## src/sdk_pkg.sv

```systemverilog
// Purpose: constants and carrier types for the sensor/display/key command engine
// Assumes: packets arrive already framed and checked; one byte per beat
// Notes:   codes and field positions shared by engine and bench
package sdk_pkg;
  // ****************************************
  // command codes and answers
  // ****************************************
  localparam logic [7:0] SDK_CMD_TEMP   = 8'h13;
  localparam logic [7:0] SDK_CMD_BUS    = 8'h14;
  localparam logic [7:0] SDK_CMD_LIVE   = 8'h15;
  localparam logic [7:0] SDK_CMD_RAW    = 8'h16;
  localparam logic [7:0] SDK_CMD_KEY    = 8'h17;
  localparam logic [7:0] SDK_RSP_OK     = 8'h40;
  localparam logic [7:0] SDK_RSP_ERR    = 8'hC0;
  localparam logic [7:0] SDK_BUS_MATCH  = 8'h55;
  localparam logic [7:0] SDK_BUS_SKIP   = 8'hCC;
  localparam logic [5:0] SDK_BUS_NOADDR = 6'h20;
  localparam logic [4:0] SDK_BUS_MAXLEN = 5'h10;
  localparam logic [7:0] SDK_BUS_MAXRD  = 8'h0E;
  localparam logic [7:0] SDK_PPR_MAX    = 8'h20;
  localparam logic [5:0] SDK_KEY_ALL    = 6'h3F;
  // ****************************************
  // register map (word offsets are bytes)
  // ****************************************
  localparam logic [7:0] SDK_A_CMD      = 8'h00;
  localparam logic [7:0] SDK_A_DATA     = 8'h04;
  localparam logic [7:0] SDK_A_STATUS   = 8'h08;
  localparam logic [7:0] SDK_A_RSP      = 8'h0C;
  localparam logic [7:0] SDK_A_RDATA    = 8'h10;
  localparam logic [7:0] SDK_A_TMASK    = 8'h14;
  localparam logic [7:0] SDK_A_KMASK    = 8'h18;
  localparam logic [7:0] SDK_A_PRESENT  = 8'h1C;
  localparam logic [7:0] SDK_A_BUSIN    = 8'h20;
  localparam logic [7:0] SDK_A_SLOT0    = 8'h40;
  localparam logic [7:0] SDK_A_ROM0     = 8'h80;
  // ****************************************
  // timing
  // ****************************************
  localparam int          SDK_CLK_HZ     = 125_000_000;
  localparam int          SDK_FANBST_NUM = 1;
  localparam int          SDK_FANBST_DEN = 8;
  localparam int          SDK_FANPER_DEN = 2;
  localparam int          SDK_BOOST_CYC  = SDK_CLK_HZ * SDK_FANBST_NUM / SDK_FANBST_DEN;
  localparam int          SDK_PERIOD_CYC = SDK_CLK_HZ / SDK_FANPER_DEN;
  localparam int          SDK_REPORT_CYC = SDK_CLK_HZ;
  // ****************************************
  // carriers
  // ****************************************
  typedef struct packed {
    logic       en;
    logic [1:0] item;
    logic [4:0] sensor;
    logic [2:0] digits;
    logic [3:0] col;
    logic       row;
    logic [5:0] param;
  } sdk_slot_t;
  typedef struct packed {
    logic       valid;
    logic       kind;
    logic [7:0] data;
  } sdk_lcd_t;
  typedef struct packed {
    logic       valid;
    logic       rst;
    logic       rd;
    logic [7:0] data;
  } sdk_bus_t;
  typedef enum logic [6:0] {
    SDK_IDLE  = 7'b0000001,
    SDK_CHECK = 7'b0000010,
    SDK_RESET = 7'b0000100,
    SDK_ADDR  = 7'b0001000,
    SDK_WRITE = 7'b0010000,
    SDK_READ  = 7'b0100000,
    SDK_DONE  = 7'b1000000
  } sdk_state_t;
endpackage

```

## src/sdk_engine.sv

```systemverilog
// Purpose: command engine for temperature report, bus bridge, live slots, raw lcd, key mask
// Assumes: wishbone classic slave, 32-bit data, one clock; byte engine handles bus timing
// Notes:   ack one cycle after stb; state only changes on accepted commands
// Functional notes
// - temp mask of 32 bits; enabled sensors reported once each second
// - accepted command answered with code or 0x40, zero length mostly
// - bus command takes 2..16 bytes: index 0..32, read count 0..14, payload
// - bridge: reset, address phase, optional write, optional read
// - index 32 skips device selection
// - index 0..31 present sends match then stored rom address
// - length two means no payload; otherwise length-2 payload bytes written
// - zero read count no read; otherwise that many bytes read into answer
// - eight independently enabled live slots showing a fan or temperature reading
// - live command: slot 0..7, type 0 length 2, types 1,2 length 7
// - last parameter is pulses per revolution 1..32 or unit 0/1
// - crc error on temperature slot shows error string
// - slow tachometer shows slow/stop string
// - shown fan forced full for 1/8 s every half second
// - slot setup is kept in boot state
// - raw command: selector data or control, then byte written
// - all keys reported by default; key command sets press and release masks
// - key masks are kept in boot state
//
// Design decisions made here: the placing of the registers and the Wishbone register port.
`timescale 1ns/1ps
module sdk_engine
  import sdk_pkg::*;
#(
  parameter int BOOST_CYC  = SDK_BOOST_CYC,
  parameter int PERIOD_CYC = SDK_PERIOD_CYC,
  parameter int REPORT_CYC = SDK_REPORT_CYC
) (
  // clock, reset, enable
  input  wire logic        clk_i,
  input  wire logic        rst_i,
  input  wire logic        ce_i,
  // wishbone slave
  input  wire logic        cyc_i,
  input  wire logic        stb_i,
  input  wire logic        we_i,
  input  wire logic [7:0]  adr_i,
  input  wire logic [3:0]  sel_i,
  input  wire logic [31:0] dat_i,
  output logic      [31:0] dat_o,
  output logic             ack_o,
  // sensor bus byte engine
  output sdk_bus_t         bus_req_o,
  input  wire logic        bus_done_i,
  input  wire logic [7:0]  bus_rdata_i,
  // live display and sensors
  output sdk_lcd_t         lcd_o,
  output sdk_slot_t [7:0]  slot_o,
  input  wire logic [7:0]  slot_crc_err_i,
  input  wire logic [7:0]  slot_slow_i,
  output logic      [7:0]  slot_alarm_o,
  output logic      [3:0]  fan_force_o,
  // reporting
  output logic      [31:0] temp_report_o,
  output logic      [5:0]  key_press_mask_o,
  output logic      [5:0]  key_release_mask_o
);
  // ****************************************
  // storage
  // ****************************************
  logic [7:0]  cmd;
  logic [7:0]  buf_q [16];
  logic [4:0]  len;
  logic        go;
  logic [7:0]  rsp;
  logic [3:0]  rsp_len;
  logic [7:0]  rdat [14];
  logic [31:0] tmask;
  logic [31:0] present;
  logic [63:0] rom [32];
  sdk_slot_t   slots [8];
  sdk_state_t  st;
  logic [3:0]  idx;
  logic        busy;
  logic        wr;
  logic [7:0]  woff;
  function automatic logic lenok(input logic [7:0] c, input logic [4:0] n,
                                 input logic [7:0] b0, input logic [7:0] b1);
    case (c)
      SDK_CMD_TEMP: lenok = (n == 5'h04);
      SDK_CMD_BUS:  lenok = (n >= 5'h02) && (n <= SDK_BUS_MAXLEN)
                            && (b0 <= 8'h20) && (b1 <= SDK_BUS_MAXRD)
                            && ((n != 5'h02) || (b1 != 8'h00));
      SDK_CMD_LIVE: lenok = (b0 <= 8'h07) && (((b1 == 8'h00) && (n == 5'h02))
                            || (((b1 == 8'h01) || (b1 == 8'h02)) && (n == 5'h07)));
      SDK_CMD_RAW:  lenok = (n == 5'h02) && (b0 <= 8'h01);
      SDK_CMD_KEY:  lenok = (n == 5'h02);
      default:      lenok = 1'b0;
    endcase
  endfunction
  // ****************************************
  // wishbone
  // ****************************************
  assign wr = cyc_i && stb_i && we_i && !ack_o && ce_i;
  assign woff = adr_i - SDK_A_ROM0;
  always_ff @(posedge clk_i) begin
    if (rst_i) begin
      ack_o <= 1'b0;
    end else if (ce_i) begin
      ack_o <= cyc_i && stb_i && !ack_o;
    end
  end
  always_ff @(posedge clk_i) begin
    if (rst_i) begin
      dat_o <= 32'h0000_0000;
    end else if (ce_i && cyc_i && stb_i && !ack_o) begin
      dat_o <= 32'h0000_0000;
      if (adr_i == SDK_A_STATUS) begin
        dat_o <= {26'h0, rsp_len, 1'b0, busy};
      end else if (adr_i == SDK_A_RSP) begin
        dat_o <= {24'h0, rsp};
      end else if (adr_i >= SDK_A_RDATA && adr_i < SDK_A_RDATA + 8'h04) begin
        dat_o <= {rdat[{adr_i[3:2], 2'b11}], rdat[{adr_i[3:2], 2'b10}],
                  rdat[{adr_i[3:2], 2'b01}], rdat[{adr_i[3:2], 2'b00}]};
      end else if (adr_i == SDK_A_TMASK) begin
        dat_o <= tmask;
      end else if (adr_i == SDK_A_KMASK) begin
        dat_o <= {18'h0, key_release_mask_o, 2'b00, key_press_mask_o};
      end else if (adr_i == SDK_A_PRESENT) begin
        dat_o <= present;
      end
    end
  end
  // command capture: DATA writes append a byte, CMD write starts
  always_ff @(posedge clk_i) begin
    if (rst_i) begin
      len <= 5'h00;
      go  <= 1'b0;
      cmd <= 8'h00;
    end else if (ce_i) begin
      go <= 1'b0;
      if (wr && sel_i[0] && adr_i == SDK_A_DATA && len < SDK_BUS_MAXLEN + 5'h01) begin
        buf_q[len[3:0]] <= dat_i[7:0];
        len <= len + 5'h01;
      end else if (wr && sel_i[0] && adr_i == SDK_A_CMD && !busy) begin
        cmd <= dat_i[7:0];
        go  <= 1'b1;
      end else if (st == SDK_DONE) begin
        len <= 5'h00;
      end
    end
  end
  // enumeration results loaded by software
  always_ff @(posedge clk_i) begin
    if (rst_i) begin
      present <= 32'h0000_0000;
    end else if (ce_i && wr && adr_i == SDK_A_PRESENT) begin
      present <= dat_i;
    end else if (ce_i && wr && adr_i >= SDK_A_ROM0) begin
      rom[woff[7:3]][{woff[2], 5'h00} +: 32] <= dat_i;
    end
  end
  // ****************************************
  // sequencer
  // ****************************************
  assign busy = (st != SDK_IDLE);
  always_ff @(posedge clk_i) begin
    if (rst_i) begin
      st      <= SDK_IDLE;
      idx     <= 4'h0;
      rsp     <= 8'h00;
      rsp_len <= 4'h0;
    end else if (ce_i) begin
      case (st)
        SDK_IDLE: begin
          if (go) st <= SDK_CHECK;
        end
        SDK_CHECK: begin
          idx <= 4'h0;
          rsp_len <= 4'h0;
          if (!lenok(cmd, len, buf_q[0], buf_q[1])) begin
            rsp <= SDK_RSP_ERR | cmd;
            st  <= SDK_DONE;
          end else if (cmd == SDK_CMD_BUS) begin
            st <= SDK_RESET;
          end else begin
            rsp <= SDK_RSP_OK | cmd;
            st  <= SDK_DONE;
          end
        end
        SDK_RESET: begin
          if (bus_done_i) begin
            idx <= 4'h0;
            if (buf_q[0][5:0] == SDK_BUS_NOADDR) begin
              st <= SDK_WRITE;
            end else begin
              st <= SDK_ADDR;
            end
          end
        end
        SDK_ADDR: begin
          if (bus_done_i) begin
            idx <= idx + 4'h1;
            if (idx == 4'h8 || !present[buf_q[0][4:0]]) begin
              idx <= 4'h0;
              st  <= SDK_WRITE;
            end
          end
        end
        SDK_WRITE: begin
          if (len == 5'h02) begin
            st <= SDK_READ;
          end else if (bus_done_i) begin
            idx <= idx + 4'h1;
            if ({1'b0, idx} == len - 5'h03) begin
              idx <= 4'h0;
              st  <= SDK_READ;
            end
          end
        end
        SDK_READ: begin
          if (buf_q[1] == 8'h00) begin
            rsp <= SDK_RSP_OK | cmd;
            st  <= SDK_DONE;
          end else if (bus_done_i) begin
            rdat[idx] <= bus_rdata_i;
            idx <= idx + 4'h1;
            if ({4'h0, idx} == buf_q[1] - 8'h01) begin
              rsp_len <= buf_q[1][3:0];
              rsp     <= SDK_RSP_OK | cmd;
              st      <= SDK_DONE;
            end
          end
        end
        SDK_DONE: st <= SDK_IDLE;
        default:  st <= SDK_IDLE;
      endcase
    end
  end
  // bus byte requests
  always_comb begin
    bus_req_o = '0;
    case (st)
      SDK_RESET: begin
        bus_req_o.valid = 1'b1;
        bus_req_o.rst   = 1'b1;
      end
      SDK_ADDR: begin
        bus_req_o.valid = 1'b1;
        if (present[buf_q[0][4:0]]) begin
          bus_req_o.data = (idx == 4'h0) ? SDK_BUS_MATCH
                           : rom[buf_q[0][4:0]][{idx[2:0] - 3'h1, 3'h0} +: 8];
        end else begin
          bus_req_o.data = SDK_BUS_SKIP;
        end
      end
      SDK_WRITE: begin
        bus_req_o.valid = (len != 5'h02);
        bus_req_o.data  = buf_q[idx + 4'h2];
      end
      SDK_READ: begin
        bus_req_o.valid = (buf_q[1] != 8'h00);
        bus_req_o.rd    = 1'b1;
      end
      default: bus_req_o = '0;
    endcase
  end
  // ****************************************
  // stored settings applied on accepted commands
  // ****************************************
  logic accept;
  assign accept = (st == SDK_CHECK) && lenok(cmd, len, buf_q[0], buf_q[1]);
  always_ff @(posedge clk_i) begin
    if (rst_i) begin
      tmask              <= 32'h0000_0000;
      key_press_mask_o   <= SDK_KEY_ALL;
      key_release_mask_o <= SDK_KEY_ALL;
      lcd_o              <= '0;
    end else if (ce_i) begin
      lcd_o.valid <= 1'b0;
      if (accept && cmd == SDK_CMD_TEMP) begin
        tmask <= {buf_q[3], buf_q[2], buf_q[1], buf_q[0]};
      end
      if (accept && cmd == SDK_CMD_KEY) begin
        key_press_mask_o   <= buf_q[0][5:0];
        key_release_mask_o <= buf_q[1][5:0];
      end
      if (accept && cmd == SDK_CMD_RAW) begin
        lcd_o <= '{valid: 1'b1, kind: buf_q[0][0], data: buf_q[1]};
      end
    end
  end
  always_ff @(posedge clk_i) begin
    if (rst_i) begin
      for (int i = 0; i < 8; i++) begin
        slots[i] <= '0;
      end
    end else if (ce_i && accept && cmd == SDK_CMD_LIVE
                 && (buf_q[1] == 8'h00 || buf_q[1] == 8'h02 || (buf_q[6] >= 8'h01
                 && buf_q[6] <= SDK_PPR_MAX))) begin
      slots[buf_q[0][2:0]] <= '{en: (buf_q[1] != 8'h00), item: buf_q[1][1:0],
                                sensor: buf_q[2][4:0], digits: buf_q[3][2:0],
                                col: buf_q[4][3:0], row: buf_q[5][0],
                                param: buf_q[6][5:0]};
    end
  end
  always_comb begin
    for (int i = 0; i < 8; i++) begin
      slot_o[i] = slots[i];
      slot_alarm_o[i] = slots[i].en && ((slots[i].item == 2'h2 && slot_crc_err_i[i])
                        || (slots[i].item == 2'h1 && slot_slow_i[i]));
    end
  end
  // ****************************************
  // timers: report tick and fan boost
  // ****************************************
  logic [31:0] rcnt;
  logic [31:0] pcnt;
  always_ff @(posedge clk_i) begin
    if (rst_i) begin
      rcnt <= 32'h0;
      pcnt <= 32'h0;
      temp_report_o <= 32'h0;
    end else if (ce_i) begin
      rcnt <= (rcnt == 32'(REPORT_CYC - 1)) ? 32'h0 : rcnt + 32'h1;
      pcnt <= (pcnt == 32'(PERIOD_CYC - 1)) ? 32'h0 : pcnt + 32'h1;
      temp_report_o <= (rcnt == 32'(REPORT_CYC - 1)) ? tmask : 32'h0;
    end
  end
  always_comb begin
    fan_force_o = 4'h0;
    for (int i = 0; i < 8; i++) begin
      if (slots[i].en && slots[i].item == 2'h1 && pcnt < 32'(BOOST_CYC)) begin
        fan_force_o[slots[i].sensor[1:0]] = 1'b1;
      end
    end
  end
  // ****************************************
  // checks
  // ****************************************
  AST_BAD_NO_STATE: assert property (@(posedge clk_i) disable iff (rst_i)
    (st == SDK_CHECK && !lenok(cmd, len, buf_q[0], buf_q[1]) && ce_i)
      |=> ($stable(tmask) && $stable(key_press_mask_o) && rsp[7]))
    else $error("rejected command changed state");
  AST_OK_RSP: assert property (@(posedge clk_i) disable iff (rst_i)
    (st == SDK_CHECK && ce_i && accept && cmd != SDK_CMD_BUS)
      |=> (rsp == (cmd | SDK_RSP_OK) && rsp_len == 4'h0))
    else $error("wrong answer code");
  AST_BUS_RESET_FIRST: assert property (@(posedge clk_i) disable iff (rst_i)
    (st == SDK_CHECK && ce_i && accept && cmd == SDK_CMD_BUS) |=> st == SDK_RESET)
    else $error("bridge did not start with reset");
  AST_NOADDR: assert property (@(posedge clk_i) disable iff (rst_i)
    (st == SDK_RESET && ce_i && bus_done_i && buf_q[0] == 8'h20) |=> st == SDK_WRITE)
    else $error("index 32 selected a device");
  AST_MATCH: assert property (@(posedge clk_i) disable iff (rst_i)
    (st == SDK_ADDR && idx == 4'h0 && present[buf_q[0][4:0]])
      |-> bus_req_o.data == SDK_BUS_MATCH)
    else $error("match command missing");
  AST_NOWRITE: assert property (@(posedge clk_i) disable iff (rst_i)
    (st == SDK_WRITE && len == 5'h02 && ce_i) |-> !bus_req_o.valid ##1 st == SDK_READ)
    else $error("payload written for length two");
  AST_KEY: assert property (@(posedge clk_i) disable iff (rst_i)
    (accept && ce_i && cmd == SDK_CMD_KEY) |=> key_release_mask_o == $past(buf_q[1][5:0]))
    else $error("key mask not stored");
  AST_ACK: assert property (@(posedge clk_i) disable iff (rst_i)
    (cyc_i && stb_i && !ack_o && ce_i) |=> ack_o ##1 !ack_o)
    else $error("ack timing wrong");
endmodule

```

## config.mk

```make
export PLATFORM = sky130hd
export DESIGN_NAME = sdk_engine
export DESIGN_NICKNAME = d
export VERILOG_FILES = /design/src/sdk_pkg.sv /design/src/sdk_engine.sv
export SDC_FILE = /design/constraint.sdc
export NUM_CORES = 2
export LEC_CHECK = 0
export BUFFER_PORTS_ARGS = -buffer_cell sky130_fd_sc_hd__buf_2
export CORE_AREA = 2 2 483 485
export DETAILED_ROUTE_END_ITERATION = 8
export DIE_AREA = 0 0 485 487
export PLACE_DENSITY = 0.67
export SLEW_MARGIN = 10
export SYNTH_ARGS = -nofsm -noshare
export SYNTH_HDL_FRONTEND = slang
export SYNTH_SLANG_ARGS = --single-unit
```

## constraint.sdc

```tcl
create_clock -name clk_i -period 4.5 [get_ports clk_i]
set_clock_uncertainty 0.2 [all_clocks]
set_input_delay 1.35 -clock clk_i [delete_from_list [all_inputs] [get_ports clk_i]]
set_output_delay 1.35 -clock clk_i [all_outputs]
set_load 0.005 [all_outputs]
```

==> metrics.yaml <==
viasPerCell: 5.527
initial_utilization_pct: 44.68
die-area_um2: 236200
rsz0062_at_grt: "true"
swShare_pct: 20.51
yosys_warnings: 0
fin_hold_ws_ps: 257.0
cts.sinks: 2636
finalCritPeriodShare_pct: 129.0
synthMostInstantiatedCell: "edfxtp_1"
max_freq_mhz: 172.2
startpoint: "buf_q[0][0]"
cts_buffers: 288
htree_levels: 5
area_delta_synth_final_pct: 23.68
power_switching_mw: 10.55
pwr_density_cell_nw_per_um2: 402.3
start_kind: "register"
min_period_ps: 5806
synth_cell_type_count: 84
layout_setup_ws_ps: -1306
synthCells: 5612
die_y_um: 487
first_pass_iters: 8
holdBufCountCts: 0
status: "finished with violations"
seq_power_share_pct: 54.2
tightestPinTransition_ps: 1106
final_nets: 7681
dr.first_iter.drc_count: 7324
yosys_register_bits: 2636
p_int_mw: 40.90
synth_edf_count: 2384
yosysTopAreaCellShare_pct: 69.23
ir_drop_mv: 0.2685
crit_fanout: 8
tns_ps: -9610
layout-drive-gt1-share_pct: 26.94
yosys-top-cells-area: "edfxtp_1, mux4_2, dfxtp_1"
synth_seq_area_share_pct: 74.11
drv_slew: 0
grt_overflow_total: 0
insertion_delay_ps: 910
cts-root-buf: "clkbuf_16"
cts_tree: "done"
dp_hpwl_um: 188300
syn_avg_cell_area_um2: 18.42
final_hold_viol_count: 0
vias: 59930
drc: 0
slew_headroom_pct: 25.94
portBuffers: 357
place_congestion: 0.9142
maxCapViolations: 0
synth_common_cells: "edfxtp_1, mux4_2, nor2_1"
wire_per_inst_um: 26.14
crit_required_ps: 2950
grt_pass1_wl_um: 403900
synth_top_flop_cell: "edfxtp_1"
antenna_found_initial: 27
critPathCaptureType: "output port"
async_flop_share_pct: 0
grt_max_degree: 148
grt_pass1_vias: 59100
drt-total-wl_um: 283500
core_um2: 231400
ioPinCount: 361
ant_nets: 0
leakage_nw: 44.17
rows: 177
worstReg2RegStart: "buf_q[0][0]"
hold_class: "register to register"
synth_top_cell_by_area: "edfxtp_1"
clockBufferDepth: 4
syn-cell-area_um2: 103400
setup.worst_path.class: "register to output port"
violations: "setup timing"
critPathArrivalTime_ps: 4260
min_from: "rsp[6]"
p_comb_share_pct: 3.1
setup_viol: 8
grt_use_total_pct: 23.63
fp.dieW_um: 485
path_clk_slew_ps: 60
power.share.clock_pct: 42.7
[worst paths after layout]
path,to,slack (ps),cells after the start
min reg2reg,rsp[6],260,2
min,rsp[6],260,2
max reg2reg,slots[3][6],280,15
max,bus_req_o[2],-1310,13
[worst max-delay path: stages, from the launching register on]
cell and delay, ps:
edfxtp_1 360, buf_4 130, buf_12 150, buf_16 190, buf_16 150, mux4_2 490
mux4_2 510, a22o_4 290, nor4_4 150, buf_4 160, a211o_4 120, nand4_1 250
buf_4 240, buf_6 110
[layout make-up]
cell class	instances	area, um^2
fill	17820	103500
sequential	2636	76640
multi-input combinational	3648	30140
timing repair buffer	993	8519
clock buffer	361	7649
tap	3043	3807
clock inverter	125	998.5
inverter	24	102.6
antenna	13	32.53
[metrics by stage]
stage               utilization [%]  worst slack, ps  power (mW)  area (um^2)  instances
floorplan                         -           -327.6       29.14       107300       6635
global placement              50.82           -697.0       29.80       117600      10300
detailed placement            50.82           -764.9       29.91       117600      10300
CTS                           54.94            -1282       51.74       127200      10800
global route                  55.25            -1364       52.92       127900      10830
finish                        55.26            -1306       51.45       127900      10840
[per-layer routing]
layer | up-vias | part of all wire, % | GRT usage [%]
met5 | - | 0.037 | 0
met4 | 14 | 4.6 | 10.34
li1 | 25550 | - | -
met1 | 30650 | 37 | 30.13
met2 | 3121 | 49 | 39.64
met3 | 593 | 9.3 | 4.370
[cells in the final DEF (no fill, tap or decap), types with 41 or more instances in the layout]
cell type     n
buf_12      121
nand3_1      71
clkinv_1     56
buf_4       473
a22oi_1     122
and2_1      216
conb_1     1024
a21oi_1     147
nand2_1     231
nor2_1      319
edfxtp_1   2384
nor3_1       48
clkbuf_1     63
buf_2       354
o21ai_0      41
mux2i_1     255
dfxtp_1     248
clkbuf_16   295
mux4_2      527
xor2_1       48
[flip-flops by register name (all words and copies together), names as in the netlist, 7 cells and up]
register,count
rom,2048
rcnt,32
lcd_o,10
buf_q,128
rsp,8
tmask,32
present,32
temp_report_o,32
st,7
rdat,32
cmd,8
pcnt,32
slots,176
dat_o,32
[power by group through the flow]
| stage | clock [mW] | combinational [mW] | sequential, mW |
|---|---|---|---|
| 2_1_floorplan | 0 | 0.842 | 28.3 |
| 3_3_place_gp | 0 | 1.47 | 28.3 |
| 3_5_place_dp | 0 | 1.52 | 28.4 |
| 4_1_cts | 22.3 | 1.53 | 27.9 |
| 5_1_grt | 23.3 | 1.71 | 27.9 |
| 6_report | 22.0 | 1.58 | 27.9 |
[cells by family (layout without fill, tap and decap cells)]
group,Yosys count,in the layout,share of synthesized area [%]
xor gates and xnor gates,72,72,0.6232
AOI/OAI and AO/OA,542,542,3.561
other,1,1037,0.003627
buffers and inverters,351,1503,1.563
muxes,799,799,14.13
adders and majority gates,15,15,0.1815
DFF,2636,2636,74.11
and+or+nand+nor,1196,1196,5.823
[repair_timing]
action | CTS | global route
setup endpoints to repair | 10 | 11
pin swaps | 17 | 25
buffers inserted | 14 | 31
hold endpoints to repair | 0 | 0
gates cloned | 6 | 1
gates resized for setup | 134 | 100
Note: power is estimated with default switching activity, not from simulation.
